<file path="config.mk">
export PLATFORM = sky130hd
export DESIGN_NAME = ldl_top
export DESIGN_NICKNAME = d
export VERILOG_FILES = /design/src/common/ldl_pkg.sv /design/src/design/ldl_ones_run.sv /design/src/design/ldl_top.sv
export SDC_FILE = /design/constraint.sdc
export NUM_CORES = 1
export LEC_CHECK = 0
export ABC_AREA = 1
export BUFFER_PORTS_ARGS = -buffer_cell sky130_fd_sc_hd__buf_2
export CORE_UTILIZATION = 30
export CTS_CLUSTER_DIAMETER = 100
export DETAILED_ROUTE_END_ITERATION = 16
export GPL_TIMING_DRIVEN = 0
export PLACE_DENSITY = 0.54
export SYNTH_ARGS = -nofsm -noshare
export SYNTH_HDL_FRONTEND = slang
export SYNTH_SLANG_ARGS = --single-unit
</file>
<file path="constraint.sdc">
create_clock -name hclk -period 4.69 [get_ports hclk]
set_input_delay 0.938 -clock hclk [delete_from_list [all_inputs] [get_ports hclk]]
set_output_delay 0.938 -clock hclk [all_outputs]
set_load 0.02 [all_outputs]
</file>
<file path="src/common/ldl_pkg.sv">
// shared constants and types for the legacy t1 data link byte port
package ldl_pkg;

  // register indices; the byte address is four times the index
  localparam logic [7:0] IDX_RX_BYTE = 8'hC0;
  localparam logic [7:0] IDX_TX_BYTE = 8'hC1;
  localparam logic [7:0] IDX_MATCH_ONE = 8'hC2;
  localparam logic [7:0] IDX_MATCH_TWO = 8'hC3;
  localparam logic [7:0] IDX_EVENT_STATUS = 8'hC4;
  localparam logic [7:0] IDX_INT_MASK = 8'hC5;
  localparam logic [7:0] IDX_RX_CTRL_TWO = 8'hC6;
  localparam logic [7:0] IDX_TX_CTRL_ONE = 8'hC7;
  localparam logic [7:0] IDX_TX_CTRL_TWO = 8'hC8;

  // reset values
  localparam logic [7:0] RST_BYTE = 8'h00;
  localparam logic [31:0] RST_WORD = 32'h0000_0000;

  // event status / mask field positions
  localparam int ST_MATCH = 1;
  localparam int ST_TX_EMPTY = 2;
  localparam int ST_RX_FULL = 3;
  localparam logic [7:0] ST_USED = 8'h0E;

  // control field positions
  localparam int RXC_DESTUFF = 3;
  localparam int TXC1_FS_EXT = 2;
  localparam int TXC2_STUFF = 5;
  localparam int TXC2_MF_LOAD = 6;

  // bit stream counts
  localparam logic [2:0] LAST_BIT = 3'h7;
  localparam logic [2:0] STUFF_RUN = 3'h5;
  localparam logic [2:0] RUN_MAX = 3'h7;

  // ahb-lite encodings
  localparam logic [2:0] HSIZE_WORD = 3'h2;
  localparam logic [1:0] HRESP_OKAY = 2'h0;

  typedef struct packed {
    logic bit_valid;
    logic data_bit;
  } ldl_rx_link_t;

  typedef struct packed {
    logic [2:0] run;
  } ldl_run_state_t;

  typedef struct packed {
    logic [7:0] rx_byte;
    logic [7:0] rx_shift;
    logic [2:0] rx_cnt;
    logic [7:0] match_one;
    logic [7:0] match_two;
    logic [7:0] tx_reg;
    logic [7:0] tx_stage;
    logic [7:0] tx_shift;
    logic [2:0] tx_cnt;
    logic tx_bit;
    logic [7:0] status;
    logic [7:0] mask;
    logic [7:0] rx_ctrl_two;
    logic [7:0] tx_ctrl_one;
    logic [7:0] tx_ctrl_two;
    logic dp_valid;
    logic dp_write;
    logic dp_map;
    logic dp_rdone;
    logic [7:0] dp_idx;
    logic [31:0] hrdata;
  } ldl_state_t;

endpackage

</file>
<file path="src/design/ldl_ones_run.sv">
// saturating counter of consecutive ones on a bit stream
`timescale 1ns/10ps
`default_nettype none
module ldl_ones_run
  import ldl_pkg::*;
(
  input wire logic hclk,
  input wire logic hresetn,
  input wire logic step,
  input wire logic data_bit,
  output logic [2:0] run
);
  ldl_run_state_t st_reg;
  ldl_run_state_t st_next;

  always_comb
  begin
    st_next = st_reg;
    if (step)
    begin
      if (!data_bit)
        st_next.run = 3'h0;
      else if (st_reg.run != RUN_MAX)
        st_next.run = 3'(st_reg.run + 3'h1);
    end
  end

  always_ff @(posedge hclk or negedge hresetn)
  begin
    if (!hresetn)
      st_reg <= '0;
    else
      st_reg <= st_next;
  end

  assign run = st_reg.run;
endmodule
`default_nettype wire

</file>
<file path="src/design/ldl_top.sv">
// legacy t1 data link byte port: ahb-lite registers, rx byte assembly, tx serializer
//
// Contract
// - shift each received link bit into byte
// - set receive-full status when byte completes
// - masked receive-full drives interrupt low
// - match either code sets match status, interrupt
// - destuffer drops zero after five ones
// - six or more ones keep the zero
// - earliest received bit lands in LSB
// - transmit byte goes into outgoing link positions
// - new transmit byte sent LSB first
// - eight bits out sets empty status, interrupt
// - unrefilled transmit byte is sent again
// - stuffer inserts zero after five ones
// - control one bit2 low sources Fs here
// - control two bit6 loads on multiframe only
`timescale 1ns/10ps
`default_nettype none
module ldl_top
  import ldl_pkg::*;
(
  input wire logic hclk,
  input wire logic hresetn,
  input wire logic hsel,
  input wire logic [31:0] haddr,
  input wire logic [1:0] htrans,
  input wire logic hwrite,
  input wire logic [2:0] hsize,
  input wire logic [31:0] hwdata,
  input wire logic hready,
  output logic hreadyout,
  output logic [1:0] hresp,
  output logic [31:0] hrdata,
  input wire ldl_pkg::ldl_rx_link_t rx_link,
  input wire logic tx_bit_req,
  input wire logic tx_multiframe,
  output logic tx_data_bit,
  output logic tx_fs_from_byte,
  output logic int_n
);
  import ldl_pkg::*;

  ldl_state_t st_reg;
  ldl_state_t st_next;
  logic [2:0] rx_run;
  logic [2:0] tx_run;
  logic rx_drop;
  logic rx_take;
  logic rx_done;
  logic rx_match;
  logic tx_stuff;
  logic tx_send;
  logic tx_out_bit;
  logic tx_done;
  logic [7:0] tx_src;
  logic [7:0] rd_val;
  logic [7:0] status_set;
  logic [7:0] status_clr;
  logic bus_take;
  logic rd_phase;

  //////////////////////////////////////////////////////////////////////////
  // ones runs on the raw received bits and on the sent bits

  ldl_ones_run u_rx_run (
    .hclk(hclk),
    .hresetn(hresetn),
    .step(rx_link.bit_valid),
    .data_bit(rx_link.data_bit),
    .run(rx_run)
  );

  // sent bits include stuffed zeros, which end the run
  ldl_ones_run u_tx_run (
    .hclk(hclk),
    .hresetn(hresetn),
    .step(tx_bit_req),
    .data_bit(tx_out_bit),
    .run(tx_run)
  );

  //////////////////////////////////////////////////////////////////////////
  // next state

  always_comb
  begin
    st_next = st_reg;
    status_set = 8'h00;
    status_clr = 8'h00;
    rd_val = 8'h00;

    // receive: exactly five ones then zero is a stuffed zero
    rx_drop = rx_link.bit_valid && !rx_link.data_bit &&
              st_reg.rx_ctrl_two[RXC_DESTUFF] && (rx_run == STUFF_RUN);
    rx_take = rx_link.bit_valid && !rx_drop;
    rx_done = rx_take && (st_reg.rx_cnt == LAST_BIT);
    // new bits enter at the top so the first one ends in bit 0
    if (rx_take)
    begin
      st_next.rx_shift = {rx_link.data_bit, st_reg.rx_shift[7:1]};
      st_next.rx_cnt = 3'(st_reg.rx_cnt + 3'h1);
    end
    rx_match = (st_next.rx_shift == st_reg.match_one) ||
               (st_next.rx_shift == st_reg.match_two);
    if (rx_done)
    begin
      // older byte is overwritten; host must have read it by now
      st_next.rx_byte = st_next.rx_shift;
      status_set[ST_RX_FULL] = 1'b1;
      status_set[ST_MATCH] = rx_match;
    end

    // transmit: staging copy feeds the shifter at each byte boundary
    if (!st_reg.tx_ctrl_two[TXC2_MF_LOAD] || tx_multiframe)
      st_next.tx_stage = st_reg.tx_reg;
    tx_stuff = st_reg.tx_ctrl_two[TXC2_STUFF] && (tx_run == STUFF_RUN);
    tx_send = tx_bit_req && !tx_stuff;
    tx_src = (st_reg.tx_cnt == 3'h0) ? st_reg.tx_stage : st_reg.tx_shift;
    tx_out_bit = tx_stuff ? 1'b0 : tx_src[0];
    tx_done = tx_send && (st_reg.tx_cnt == LAST_BIT);
    if (tx_bit_req)
      st_next.tx_bit = tx_out_bit;
    if (tx_send)
    begin
      st_next.tx_shift = {1'b0, tx_src[7:1]};
      st_next.tx_cnt = 3'(st_reg.tx_cnt + 3'h1);
    end
    if (tx_done)
      status_set[ST_TX_EMPTY] = 1'b1;

    // bus read mux
    case (st_reg.dp_idx)
      IDX_RX_BYTE: rd_val = st_reg.rx_byte;
      IDX_TX_BYTE: rd_val = st_reg.tx_reg;
      IDX_MATCH_ONE: rd_val = st_reg.match_one;
      IDX_MATCH_TWO: rd_val = st_reg.match_two;
      IDX_EVENT_STATUS: rd_val = st_reg.status & ST_USED;
      IDX_INT_MASK: rd_val = st_reg.mask;
      IDX_RX_CTRL_TWO: rd_val = st_reg.rx_ctrl_two;
      IDX_TX_CTRL_ONE: rd_val = st_reg.tx_ctrl_one;
      IDX_TX_CTRL_TWO: rd_val = st_reg.tx_ctrl_two;
      default: rd_val = 8'h00;
    endcase

    // reads take one wait state so the data flop sees settled state
    rd_phase = st_reg.dp_valid && !st_reg.dp_write && !st_reg.dp_rdone;
    if (rd_phase)
    begin
      st_next.hrdata = {24'h00_0000, st_reg.dp_map ? rd_val : 8'h00};
      st_next.dp_rdone = 1'b1;
      if (st_reg.dp_map && (st_reg.dp_idx == IDX_EVENT_STATUS))
        status_clr = ST_USED;
    end

    if (st_reg.dp_valid && st_reg.dp_write && st_reg.dp_map)
    begin
      case (st_reg.dp_idx)
        IDX_TX_BYTE: st_next.tx_reg = hwdata[7:0];
        IDX_MATCH_ONE: st_next.match_one = hwdata[7:0];
        IDX_MATCH_TWO: st_next.match_two = hwdata[7:0];
        IDX_INT_MASK: st_next.mask = hwdata[7:0];
        IDX_RX_CTRL_TWO: st_next.rx_ctrl_two = hwdata[7:0];
        IDX_TX_CTRL_ONE: st_next.tx_ctrl_one = hwdata[7:0];
        IDX_TX_CTRL_TWO: st_next.tx_ctrl_two = hwdata[7:0];
        default: st_next.tx_reg = st_reg.tx_reg;
      endcase
    end

    bus_take = hsel && htrans[1] && hready;
    if (hready)
    begin
      st_next.dp_valid = bus_take;
      st_next.dp_write = hwrite;
      st_next.dp_idx = haddr[9:2];
      st_next.dp_map = (haddr[31:10] == 22'h00_0000) && (haddr[1:0] == 2'h0) &&
                       (hsize == HSIZE_WORD);
      st_next.dp_rdone = 1'b0;
    end

    // a new event wins over the read that clears it
    st_next.status = ((st_reg.status & ~status_clr) | status_set) & ST_USED;
  end

  always_ff @(posedge hclk or negedge hresetn)
  begin
    if (!hresetn)
    begin
      st_reg <= '0;
      st_reg.rx_byte <= RST_BYTE;
      st_reg.tx_reg <= RST_BYTE;
      st_reg.hrdata <= RST_WORD;
    end
    else
      st_reg <= st_next;
  end

  //////////////////////////////////////////////////////////////////////////
  // outputs

  // only a read stalls; writes land at the end of their data phase
  assign hreadyout = !(st_reg.dp_valid && !st_reg.dp_write && !st_reg.dp_rdone);
  assign hresp = HRESP_OKAY;
  assign hrdata = st_reg.hrdata;
  assign tx_data_bit = st_reg.tx_bit;
  // high: framer takes Fs bits from this byte rather than its own pattern
  assign tx_fs_from_byte = !st_reg.tx_ctrl_one[TXC1_FS_EXT];
  // level, not a pulse: stays low until the status read clears the cause
  assign int_n = !(|(st_reg.status & st_reg.mask & ST_USED));

  //////////////////////////////////////////////////////////////////////////
  // checks

  a_rx_full_set: assert property (@(posedge hclk) disable iff (!hresetn)
    rx_done |=> st_reg.status[ST_RX_FULL])
    else $error("receive full not flagged");

  a_rx_int_low: assert property (@(posedge hclk) disable iff (!hresetn)
    (rx_done && st_reg.mask[ST_RX_FULL]) |=> !int_n)
    else $error("receive full interrupt missing");

  a_rx_lsb_first: assert property (@(posedge hclk) disable iff (!hresetn)
    rx_done |=> (st_reg.rx_byte[7] == $past(rx_link.data_bit)) &&
                (st_reg.rx_byte[6:0] == $past(st_reg.rx_shift[7:1])))
    else $error("received byte bit order wrong");

  a_match_on_byte: assert property (@(posedge hclk) disable iff (!hresetn)
    $rose(st_reg.status[ST_MATCH]) |-> $past(rx_done))
    else $error("match flagged off a byte boundary");

  a_match_set: assert property (@(posedge hclk) disable iff (!hresetn)
    (rx_done && rx_match) |=> st_reg.status[ST_MATCH])
    else $error("match not flagged");

  a_zero_dropped: assert property (@(posedge hclk) disable iff (!hresetn)
    rx_drop |=> $stable(st_reg.rx_cnt) && $stable(st_reg.rx_shift))
    else $error("stuffed zero not removed");

  a_zero_kept: assert property (@(posedge hclk) disable iff (!hresetn)
    (rx_link.bit_valid && !rx_link.data_bit && rx_run > STUFF_RUN)
    |=> st_reg.rx_cnt == 3'($past(st_reg.rx_cnt) + 3'h1))
    else $error("zero after long run removed");

  a_tx_lsb_first: assert property (@(posedge hclk) disable iff (!hresetn)
    (tx_send && st_reg.tx_cnt == 3'h0) |=> tx_data_bit == $past(st_reg.tx_stage[0]))
    else $error("transmit byte not started at LSB");

  a_tx_empty_set: assert property (@(posedge hclk) disable iff (!hresetn)
    tx_done |=> st_reg.status[ST_TX_EMPTY] && st_reg.tx_cnt == 3'h0)
    else $error("transmit empty not flagged");

  a_tx_stuff_zero: assert property (@(posedge hclk) disable iff (!hresetn)
    (tx_bit_req && tx_stuff) |=> !tx_data_bit && $stable(st_reg.tx_cnt))
    else $error("stuffed zero not inserted");

  a_mf_hold: assert property (@(posedge hclk) disable iff (!hresetn)
    (st_reg.tx_ctrl_two[TXC2_MF_LOAD] && !tx_multiframe) |=> $stable(st_reg.tx_stage))
    else $error("staging loaded off multiframe");

  a_status_clear: assert property (@(posedge hclk) disable iff (!hresetn)
    (rd_phase && st_reg.dp_map && st_reg.dp_idx == IDX_EVENT_STATUS &&
     !rx_done && !tx_done) |=> st_reg.status == 8'h00)
    else $error("status not cleared by read");

  a_tx_int_low: assert property (@(posedge hclk) disable iff (!hresetn)
    (tx_done && st_reg.mask[ST_TX_EMPTY]) |=> !int_n)
    else $error("transmit empty interrupt missing");

  a_match_int_low: assert property (@(posedge hclk) disable iff (!hresetn)
    (rx_done && rx_match && st_reg.mask[ST_MATCH]) |=> !int_n)
    else $error("match interrupt missing");

  a_no_false_match: assert property (@(posedge hclk) disable iff (!hresetn)
    (rx_done && !rx_match && !st_reg.status[ST_MATCH]) |=> !st_reg.status[ST_MATCH])
    else $error("match flagged without equal byte");

  a_status_sticky: assert property (@(posedge hclk) disable iff (!hresetn)
    (st_reg.status[ST_RX_FULL] && !(rd_phase && st_reg.dp_map &&
     st_reg.dp_idx == IDX_EVENT_STATUS)) |=> st_reg.status[ST_RX_FULL])
    else $error("receive full lost without status read");

  a_rx_byte_hold: assert property (@(posedge hclk) disable iff (!hresetn)
    !rx_done |=> $stable(st_reg.rx_byte))
    else $error("received byte changed mid byte");

  a_read_wait: assert property (@(posedge hclk) disable iff (!hresetn)
    (hsel && htrans[1] && hready && !hwrite) |=> !hreadyout ##1 hreadyout)
    else $error("read wait state wrong");

  c_rx_byte: cover property (@(posedge hclk) disable iff (!hresetn) rx_done && rx_match);
  c_rx_drop: cover property (@(posedge hclk) disable iff (!hresetn) rx_drop);
  c_tx_stuff: cover property (@(posedge hclk) disable iff (!hresetn) tx_bit_req && tx_stuff);
  c_status_rd: cover property (@(posedge hclk) disable iff (!hresetn)
    rd_phase && st_reg.dp_idx == IDX_EVENT_STATUS && st_reg.status != 8'h00);
  c_mf_load: cover property (@(posedge hclk) disable iff (!hresetn)
    st_reg.tx_ctrl_two[TXC2_MF_LOAD] && tx_multiframe);

endmodule
`default_nettype wire

</file>
==> metrics, run 1 <==
status=finished clean; core box area=slightly above 20000 um2; fillers=approximately 2.1k; initial core utilization=0.3070; CTS clk-pin slew, worst paths=approximately 50 ps; # setup viols final=0; post-synth cell types=35; RSZ-0062 raised after global routing=false; via count=approximately 5.3k; Async S/R FF share, synth=1.000; crit-path max FO=2; Fin. Hold Viols=0; family with the most delay on the worst path=flip-flops; Critical Path Max Stage Delay=390 ps; Top cell by count, worst path=nand2_1; maximum clock path buffer count=2; synth-to-layout area growth=21.19%; Syn Std Cell Area=a little over 6000 um2; commonest non-fill, non-tap cell in the layout=nand2_1; VDD IR max=about 250 uV; Tot Pwr=2.934 mW; Yosys warning count=0; Max Cap Violations=0; Post-Route WL=about 16000 um; vias in the first global route=between 5k and 6k; Slew @ Worst Pin=915.6 ps; max reg flops=108; routability congestion estimate from global placement=about 0.85; Routed Antenna Nets=0; I/O Pins=116; Worst-Skew Late Latency=420 ps; # diodes=0; Synth Flop Type=dfrtp_1; FF+latch count, synth=roughly 120; PostCTS Resize Cnt=0; Sink Count=123; gr usage total=0.1616; Power Dens Cells=approximately 400 nW/um2; Die X=between 100 and 150 um; syn_area_per_cell=8.183 um2; Nets=957; period utilisation layout=0.4901; CP Capture Type=primary output; most frequent cells in the layout=nand2_1 (202), dfrtp_1 (123), o21ai_0 (112); Max Freq=around 440 MHz; Register Area=3078 um2; Post-DP Area=6997 um2; Critical Path Start Type=register; Setup CP Type=register to primary output; Leak=~4.0 nW; slowest CP cell=dfrtp_1; Die ar.=around 21000 um2; H-tree depth=4; Setup Buffers After CTS=0; worst path arrival time=between 1000 and 1500 ps; Avg WL per Cell=around 14 um; CTS tree=built; Slew Limit Fails=0; Setup Skew=6.366 ps; total CTS buffers=17; share of cells above drive strength 1=0.1850; CP required=3750 ps; drt initial violations=just over 300; DR DRC count=0; sequential area share after synthesis=0.4956; chip height=approximately 150 um; Worst R2R Path Depth=7; CP Depth=4; initial antenna violation count=0; critical path cell sequence=nand2_1, nand2_1, a21oi_1, buf_2; Multi-input gate area=2576 um2; Worst slew margin=0.3849; first-pass GRT wire length=26360 um; DP HPWL=~12000 um; Worst Hold Class=input port to async pin; pin count of the biggest net entering global routing=between 90 and 100; Rows=52; Layout Cell Area excl Fill=around 7500 um2; WHS=slightly below 400 ps; post-route minimum period=between 2000 and 2500 ps; Post-synth EDFFs=0; vias per cell=4.592; Gate Count Post-Synth=759; DRT Pass-1 Iters=5; clock root buffer=clkbuf_16; global route total overflow=0; Setup WS pre-CTS=around 2300 ps; CTS Hold Bufs=0; Buf/Inv on CP=1; PnR worst setup slack=about 2400 ps; TNS Setup=0 ps; PortBufs=64
report_power, final:
part / internal [mW] / switching [mW] / total [mW]
Clock: 0.695 / 0.483 / 1.18
Combinational: 0.182 / 0.306 / 0.487
Sequential: 1.19 / 0.0785 / 1.27
synthesized netlist by cell type, types with 4 or more instances:
| library cell | count | area, um2 |
|---|---|---|
| nand2_1 | 202 | 758.2 |
| dfrtp_1 | 123 | 3078 |
| o21ai_0 | 112 | 560.5 |
| nand3_1 | 88 | 440.4 |
| inv_1 | 67 | 251.5 |
| buf_4 | 34 | 255.2 |
| nor2_1 | 30 | 112.6 |
| a31oi_1 | 12 | 75.07 |
| clkbuf_1 | 12 | 45.04 |
| ha_1 | 11 | 137.6 |
| buf_2 | 7 | 35.03 |
| nor4_1 | 7 | 43.79 |
| nand3b_1 | 6 | 45.04 |
| clkinv_1 | 4 | 15.01 |
| inv_2 | 4 | 15.01 |
| mux2_2 | 4 | 45.04 |
| nand3_2 | 4 | 40.04 |
| o22ai_1 | 4 | 25.02 |
cell families after synthesis:
kind of cell             share of synthesized area
adder cells (fa/ha/maj)                    0.02216
XOR/XNOR                                  0.002821
other                                    0.0006038
multiplexers                              0.008863
flip-flops                                  0.4956
AO/OA/AOI/OAI                               0.1100
buffers and inverters                       0.1048
AND/OR/NAND/NOR                             0.2552
cell type report:
type                       count  share of cell area
timing repair buffer          65             0.04704
buffer                        56             0.04904
inverter                      75             0.03740
tap                          270             0.04488
multi-input combinational    530              0.3423
clock buffer                  20             0.06067
sequential                   123              0.4089
clock inverter                12            0.009807
path summary, 6_finish.rpt:
check	to	startpoint	slack, ps
max	int_n	st_reg[78]$_DFF_PN0_	2390
min	u_rx_run.run[1]$_DFFE_PN0P_	hresetn	390
max reg2reg	hrdata[2]$_DFFE_PN0P_	st_reg[34]$_DFFE_PN0P_	2730
min reg2reg	hrdata[5]$_DFFE_PN0P_	hrdata[5]$_DFFE_PN0P_	480
max in group asynchronous	st_reg[45]$_DFFE_PN0P_	hresetn	3540
min in group hclk	hrdata[5]$_DFFE_PN0P_	hrdata[5]$_DFFE_PN0P_	480
metal layers:
metal,track usage,wire (um)
met5,0,0
met4,0.04316,196
met3,0.04201,714
met2,0.2600,7621
met1,0.2147,7829
stage by stage:
step / instances / util
floorplan: 784 / -
global placement: 1118 / 0.3441
detailed placement: 1119 / 0.3458
CTS: 1151 / 0.3720
global route: 1151 / 0.3720
finish: 1151 / 0.3720
Note: power is estimated with default switching activity, not from simulation.
==> inputs of run 2 (changes only) <==
- clock period: 4.69 -> 2.4 ns (I/O delays scaled with it)
==> run 2 against run 1 <==
Highest routed layer unchanged. Critical path type is now register to register. Core utilization about the same. Sequential power grew 95%. Die area unchanged. Largest cell class unchanged. Via count increased by 0.11%.
==> metrics, run 2 (synthesized netlist as in run 1, its figures left out) <==
Nets=between 900 and 1k; pin count of the biggest net entering global routing=a little under 100; core box area=a little over 20000 um2; Post-DP Area=around 7000 um2; crit path from=st_reg[34]$_DFFE_PN0P_; clock share of power=0.402; # setup viols final=0; Avg WL per Cell=approximately 14 um; Register Area=between 3000 and 4000 um2; PostCTS Resize Cnt=0; CTS Hold Bufs=1; WHS=around 260 ps; Internal=roughly 4.0 mW; # diodes=0; DRT Pass-1 Iters=5; Critical Path Start Type=register; Setup WS pre-CTS=between 400 and 500 ps; maximum clock path buffer count=2; drt initial violations=320; register share of total power=0.432; Max Cap Violations=0; DP HPWL=about 12000 um; Setup Skew=6.803 ps; synth-to-layout area growth=21.35%; first-pass GRT wire length=between 20000 and 30000 um; FF-to-FF End=hrdata[2]$_DFFE_PN0P_; Sink Count=around 120; DR DRC count=0; Max Freq=between 500 and 600 MHz; total CTS buffers=17; Worst setup endpoint=hrdata[2]$_DFFE_PN0P_; global route total overflow=0; chip height=roughly 150 um; H-tree depth=4; Die X=between 100 and 150 um; share of cells above drive strength 1=0.1848; fillers=2124; Worst-Skew Late Latency=420 ps; RSZ-0062 raised after global routing=false; Die ar.=approximately 21000 um2; worst path arrival time=approximately 2300 ps; PnR worst setup slack=roughly 430 ps; status=finished clean; vias in the first global route=5013; max reg flops=between 100 and 150; Multi-input gate area=between 2000 and 3000 um2; VDD IR max=498.0 uV; Fin. Hold Viols=0; via count=approximately 5.3k; Setup Buffers After CTS=0; routability congestion estimate from global placement=between 0.8 and 0.9; Routed Antenna Nets=0; Slew Limit Fails=0; Worst Hold Class=input port to register; R2R Path Start=st_reg[34]$_DFFE_PN0P_; Comb power frac=0.166; clock root buffer=clkbuf_16; gr usage total=0.1616; Sw Ratio=0.2961; vias per cell=approximately 4.6; most frequent cells in the layout=nand2_1 (202), dfrtp_1 (123), o21ai_0 (112); initial core utilization=0.3070; Post-Route WL=around 16000 um; post-route minimum period=1968 ps; switching power of the nets=~1.7 mW; crit-path max FO=8; CTS tree=built; CTS clk-pin slew, worst paths=60 ps; CP required=2760 ps; Slew @ Worst Pin=~900 ps; Rows=52; period utilisation layout=0.8200; CP Capture Type=register; Layout Cell Area excl Fill=between 7000 and 8000 um2; Setup CP Type=register to register; R2R Setup Slk=approximately 430 ps; PortBufs=64; Worst R2R Path Depth=7; TNS Setup=0 ps; Worst slew margin=0.3802; Power Dens Cells=around 760 nW/um2; commonest non-fill, non-tap cell in the layout=nand2_1; Leak=roughly 4.0 nW; I/O Pins=116; initial antenna violation count=0
-- run 2: changes by cell type in the layout (fill, tap and decap cells not counted), sizes merged --
cell         change
dlygate4sd3      +1
-- run 2: critical path, cell delays in order, from the launching register on --
cell and delay, ps:
dfrtp_1 370, inv_1 120, nand2_1 180, nor3_1 790, nand2_1 140, nand3_1 160, nand2_1 70, nand2_1 70
-- run 2: power groups by stage --
stage                     combinational (mW)  clock (mW)  sequential [mW]
after floorplan                        0.679           0             2.48
after global placement                 0.939           0             2.51
after detailed placement               0.967           0             2.50
after CTS                              0.966        2.36             2.48
after global routing                    1.11        2.44             2.50
final                                  0.954        2.31             2.48
-- run 2: metrics by stage --
step / utilization / power (mW) / std cells
4_1_cts: 0.3725 / 5.800 / 1152
3_3_place_gp: 0.3441 / 3.444 / 1118
6_report: 0.3725 / 5.738 / 1152
3_5_place_dp: 0.3458 / 3.471 / 1119
2_1_floorplan: - / 3.158 / 784
5_1_grt: 0.3725 / 6.054 / 1152
-- run 2: layout make-up --
cell class                      count  area share
Sequential cell                   123      0.4084
Multi-Input combinational cell    530      0.3418
Clock buffer                       20     0.06059
Buffer                             56     0.04897
Timing Repair Buffer               66     0.04831
Tap cell                          270     0.04482
Inverter                           75     0.03735
Clock inverter                     12    0.009794
-- run 2: worst min-delay path by stage --
stage / start / to / slack (ps) / cells after the start
2_1_floorplan: hresetn / hrdata[0]$_DFFE_PN0P_ / 180 / 0
3_3_place_gp: tx_data_bit$_DFFE_PN0P_ / tx_data_bit$_DFFE_PN0P_ / 470 / 2
3_5_place_dp: hresetn / u_rx_run.run[0]$_DFFE_PN0P_ / 380 / 1
4_1_cts: hwrite / st_reg[42]$_DFFE_PN0P_ / 250 / 3
5_1_grt: haddr[4] / st_reg[34]$_DFFE_PN0P_ / 260 / 3
6_report: hwrite / st_reg[42]$_DFFE_PN0P_ / 260 / 3
-- run 2: metal layers --
metal	up-vias	GRT usage	part of all wire
li1	2666	-	-
met1	2493	0.2147	0.48
met2	113	0.2600	0.46
met3	19	0.04201	0.042
met4	0	0.04316	0.014
met5	-	0	0
==> inputs of run 3 (changes only) <==
- PLACE_DENSITY: 0.54 -> 0.56
- clock period: 2.4 -> 1.74 ns (I/O delays scaled with it)
==> run 3 against run 2 <==
Largest cell class unchanged. The run now ends with setup timing left. Critical endpoint is now st_reg[77]$_DFF_PN0_. Power grew 46%. Via count up 3.4%. Worst setup slack got worse by 470 ps.
==> metrics, run 3 (synthesized netlist as in run 1, its figures left out) <==
Die X=between 100 and 150 um; gr usage total=0.1613; Worst Hold Class=input port to register; period utilisation layout=1.024; max reg flops=108; RSZ-0062 raised after global routing=true; Die ar.=~21000 um2; Worst Hold End=st_reg[42]$_DFFE_PN0P_; Slew @ Worst Pin=about 510 ps; chip height=between 100 and 150 um; # diodes=0; I/O Pins=~120; commonest non-fill, non-tap cell in the layout=nand2_1; vias in the first global route=5080; synth-to-layout area growth=29.90%; Nets=986; fillers=around 2k; pin count of the biggest net entering global routing=94; clock root buffer=clkbuf_16; Tot Pwr=between 8 and 9 mW; CTS clk-pin slew, worst paths=50 ps; Power Dens Cells=roughly 1000 nW/um2; Critical Path Start Type=register; Setup WS pre-CTS=-177.8 ps; DRT Pass-1 Iters=5; PortBufs=64; Setup CP Type=register to register; R2R Setup Slk=-40 ps; # setup viols final=1; post-route minimum period=between 1500 and 2000 ps; Worst Hold Launch=hwrite; global route total overflow=0; WHS=between 100 and 150 ps; Layout Cells excl Fill=approximately 1.2k; CP Capture Type=register; Sink Count=roughly 120; Slew Limit Fails=0; drt initial violations=between 300 and 400; initial core utilization=0.3070; VDD IR max=approximately 670 uV; Worst slew margin=0.6580; Max Freq=about 560 MHz; fin util=0.3987; Worst R2R Path Depth=17; H-tree depth=4; Worst-Skew Late Latency=between 400 and 500 ps; first-pass GRT wire length=26720 um; failing checks=setup timing; Rows=between 50 and 60; Post-Route WL=between 15000 and 20000 um; crit-path max FO=7; Min-Delay Path Depth=3; share of cells above drive strength 1=0.2648; DR DRC count=0; Routed Antenna Nets=0; Setup Skew=a little over 6 ps; most frequent cells in the layout=nand2_1 (188), dfrtp_1 (123), o21ai_0 (98); CP required=around 2100 ps; core box area=roughly 20000 um2; FF-to-FF End=st_reg[77]$_DFF_PN0_; routability congestion estimate from global placement=0.8385; Fin. Hold Viols=0; vias per cell=approximately 4.6; PnR worst setup slack=-42.01 ps; worst path arrival time=between 2000 and 2500 ps; Placed Cells=approximately 1.1k; via count=5472; total CTS buffers=17; Max Cap Violations=0; DP HPWL=approximately 12000 um; status=finished, violations left; Leak=4.237 nW; R2R Path Start=u_rx_run.run[1]$_DFFE_PN0P_; initial antenna violation count=0; CTS tree=built; maximum clock path buffer count=2; Avg WL per Cell=about 14 um
## run 3: cell count changes in the layout (fill, tap and decap cells not counted), moves of 5 or more
| cell | previous run | this run |
|---|---|---|
| inv_1 | 67 | 62 |
| o21ai_0 | 112 | 98 |
| nand2_1 | 202 | 188 |
| nand3_1 | 88 | 80 |
| clkbuf_1 | 13 | 7 |
| buf_6 | 4 | 9 |
| buf_4 | 34 | 58 |
| o21ai_1 | 0 | 9 |
| nand2_2 | 2 | 12 |
| nor2_1 | 30 | 24 |
## run 3: worst max path at each step
stage / startpoint / end / slack (ps) / depth (start not counted)
floorplan: st_reg[85]$_DFFE_PN0P_ / u_tx_run.run[0]$_DFFE_PN0P_ / 160 / 9
global placement: hresetn / st_reg[135]$_DFF_PN0_ / -1390 / 1
detailed placement: st_reg[34]$_DFFE_PN0P_ / hrdata[0]$_DFFE_PN0P_ / -180 / 7
CTS: st_reg[34]$_DFFE_PN0P_ / st_reg[126]$_DFFE_PN0P_ / -30 / 7
global route: u_rx_run.run[1]$_DFFE_PN0P_ / st_reg[77]$_DFF_PN0_ / -230 / 17
finish: u_rx_run.run[1]$_DFFE_PN0P_ / st_reg[77]$_DFF_PN0_ / -40 / 17
## run 3: what timing repair did
item,CTS,global route
setup buffers,8,17
hold endpoints to repair,30,0
cloned,1,3
hold buffers,1,0
resized for setup,36,67
endpoints found under the setup margin,60,70
pin swaps,3,20
## run 3: power breakdown
part           internal (mW)  total (mW)  switching [mW]
logic                  0.669        1.62           0.950
clock network           2.02        3.32            1.30
registers               3.21        3.43           0.229
## run 3: metal layers
metal	up-vias	GRT usage	share of wire
li1	2720	-	-
met1	2592	0.2181	0.46
met2	138	0.2586	0.47
met3	22	0.03511	0.056
met4	0	0.04684	0.014
met5	-	0	0
## run 3: metrics by stage
step	setup TNS (ps)	instance area, um2
2_1_floorplan	0	6305
6_report	-42.01	8068
3_5_place_dp	-3116	6997
4_1_cts	-105.5	7740
5_1_grt	-528.3	8068
3_3_place_gp	-171770	6963
## run 3: cell type report
cell class                      instances  area, um2  area share
Tap cell                              270      337.8     0.04187
Timing Repair inverter                  1      7.507   0.0009305
Multi-Input combinational cell        531       2806      0.3479
Sequential cell                       123       3078      0.3815
Buffer                                 55      405.4     0.05025
Clock inverter                         12      98.84     0.01225
Inverter                               75      290.3     0.03598
Clock buffer                           20      456.7     0.05661
Timing Repair Buffer                   93      586.8     0.07274
## run 3: worst max-delay path, cell delays in order (launching register included)
cell and delay (ps):
dfrtp_1 380, inv_2 90, ha_4 130, nand2_2 50
inv_2 60, nand2_4 80, nand2_4 120, buf_8 140
nand2_4 50, nand2_2 70, nand2_1 50, nand2_1 70
nand2_1 70, nor2_2 110, nand2_1 60, nand2_2 80
nand2_2 40, nand2_1 50
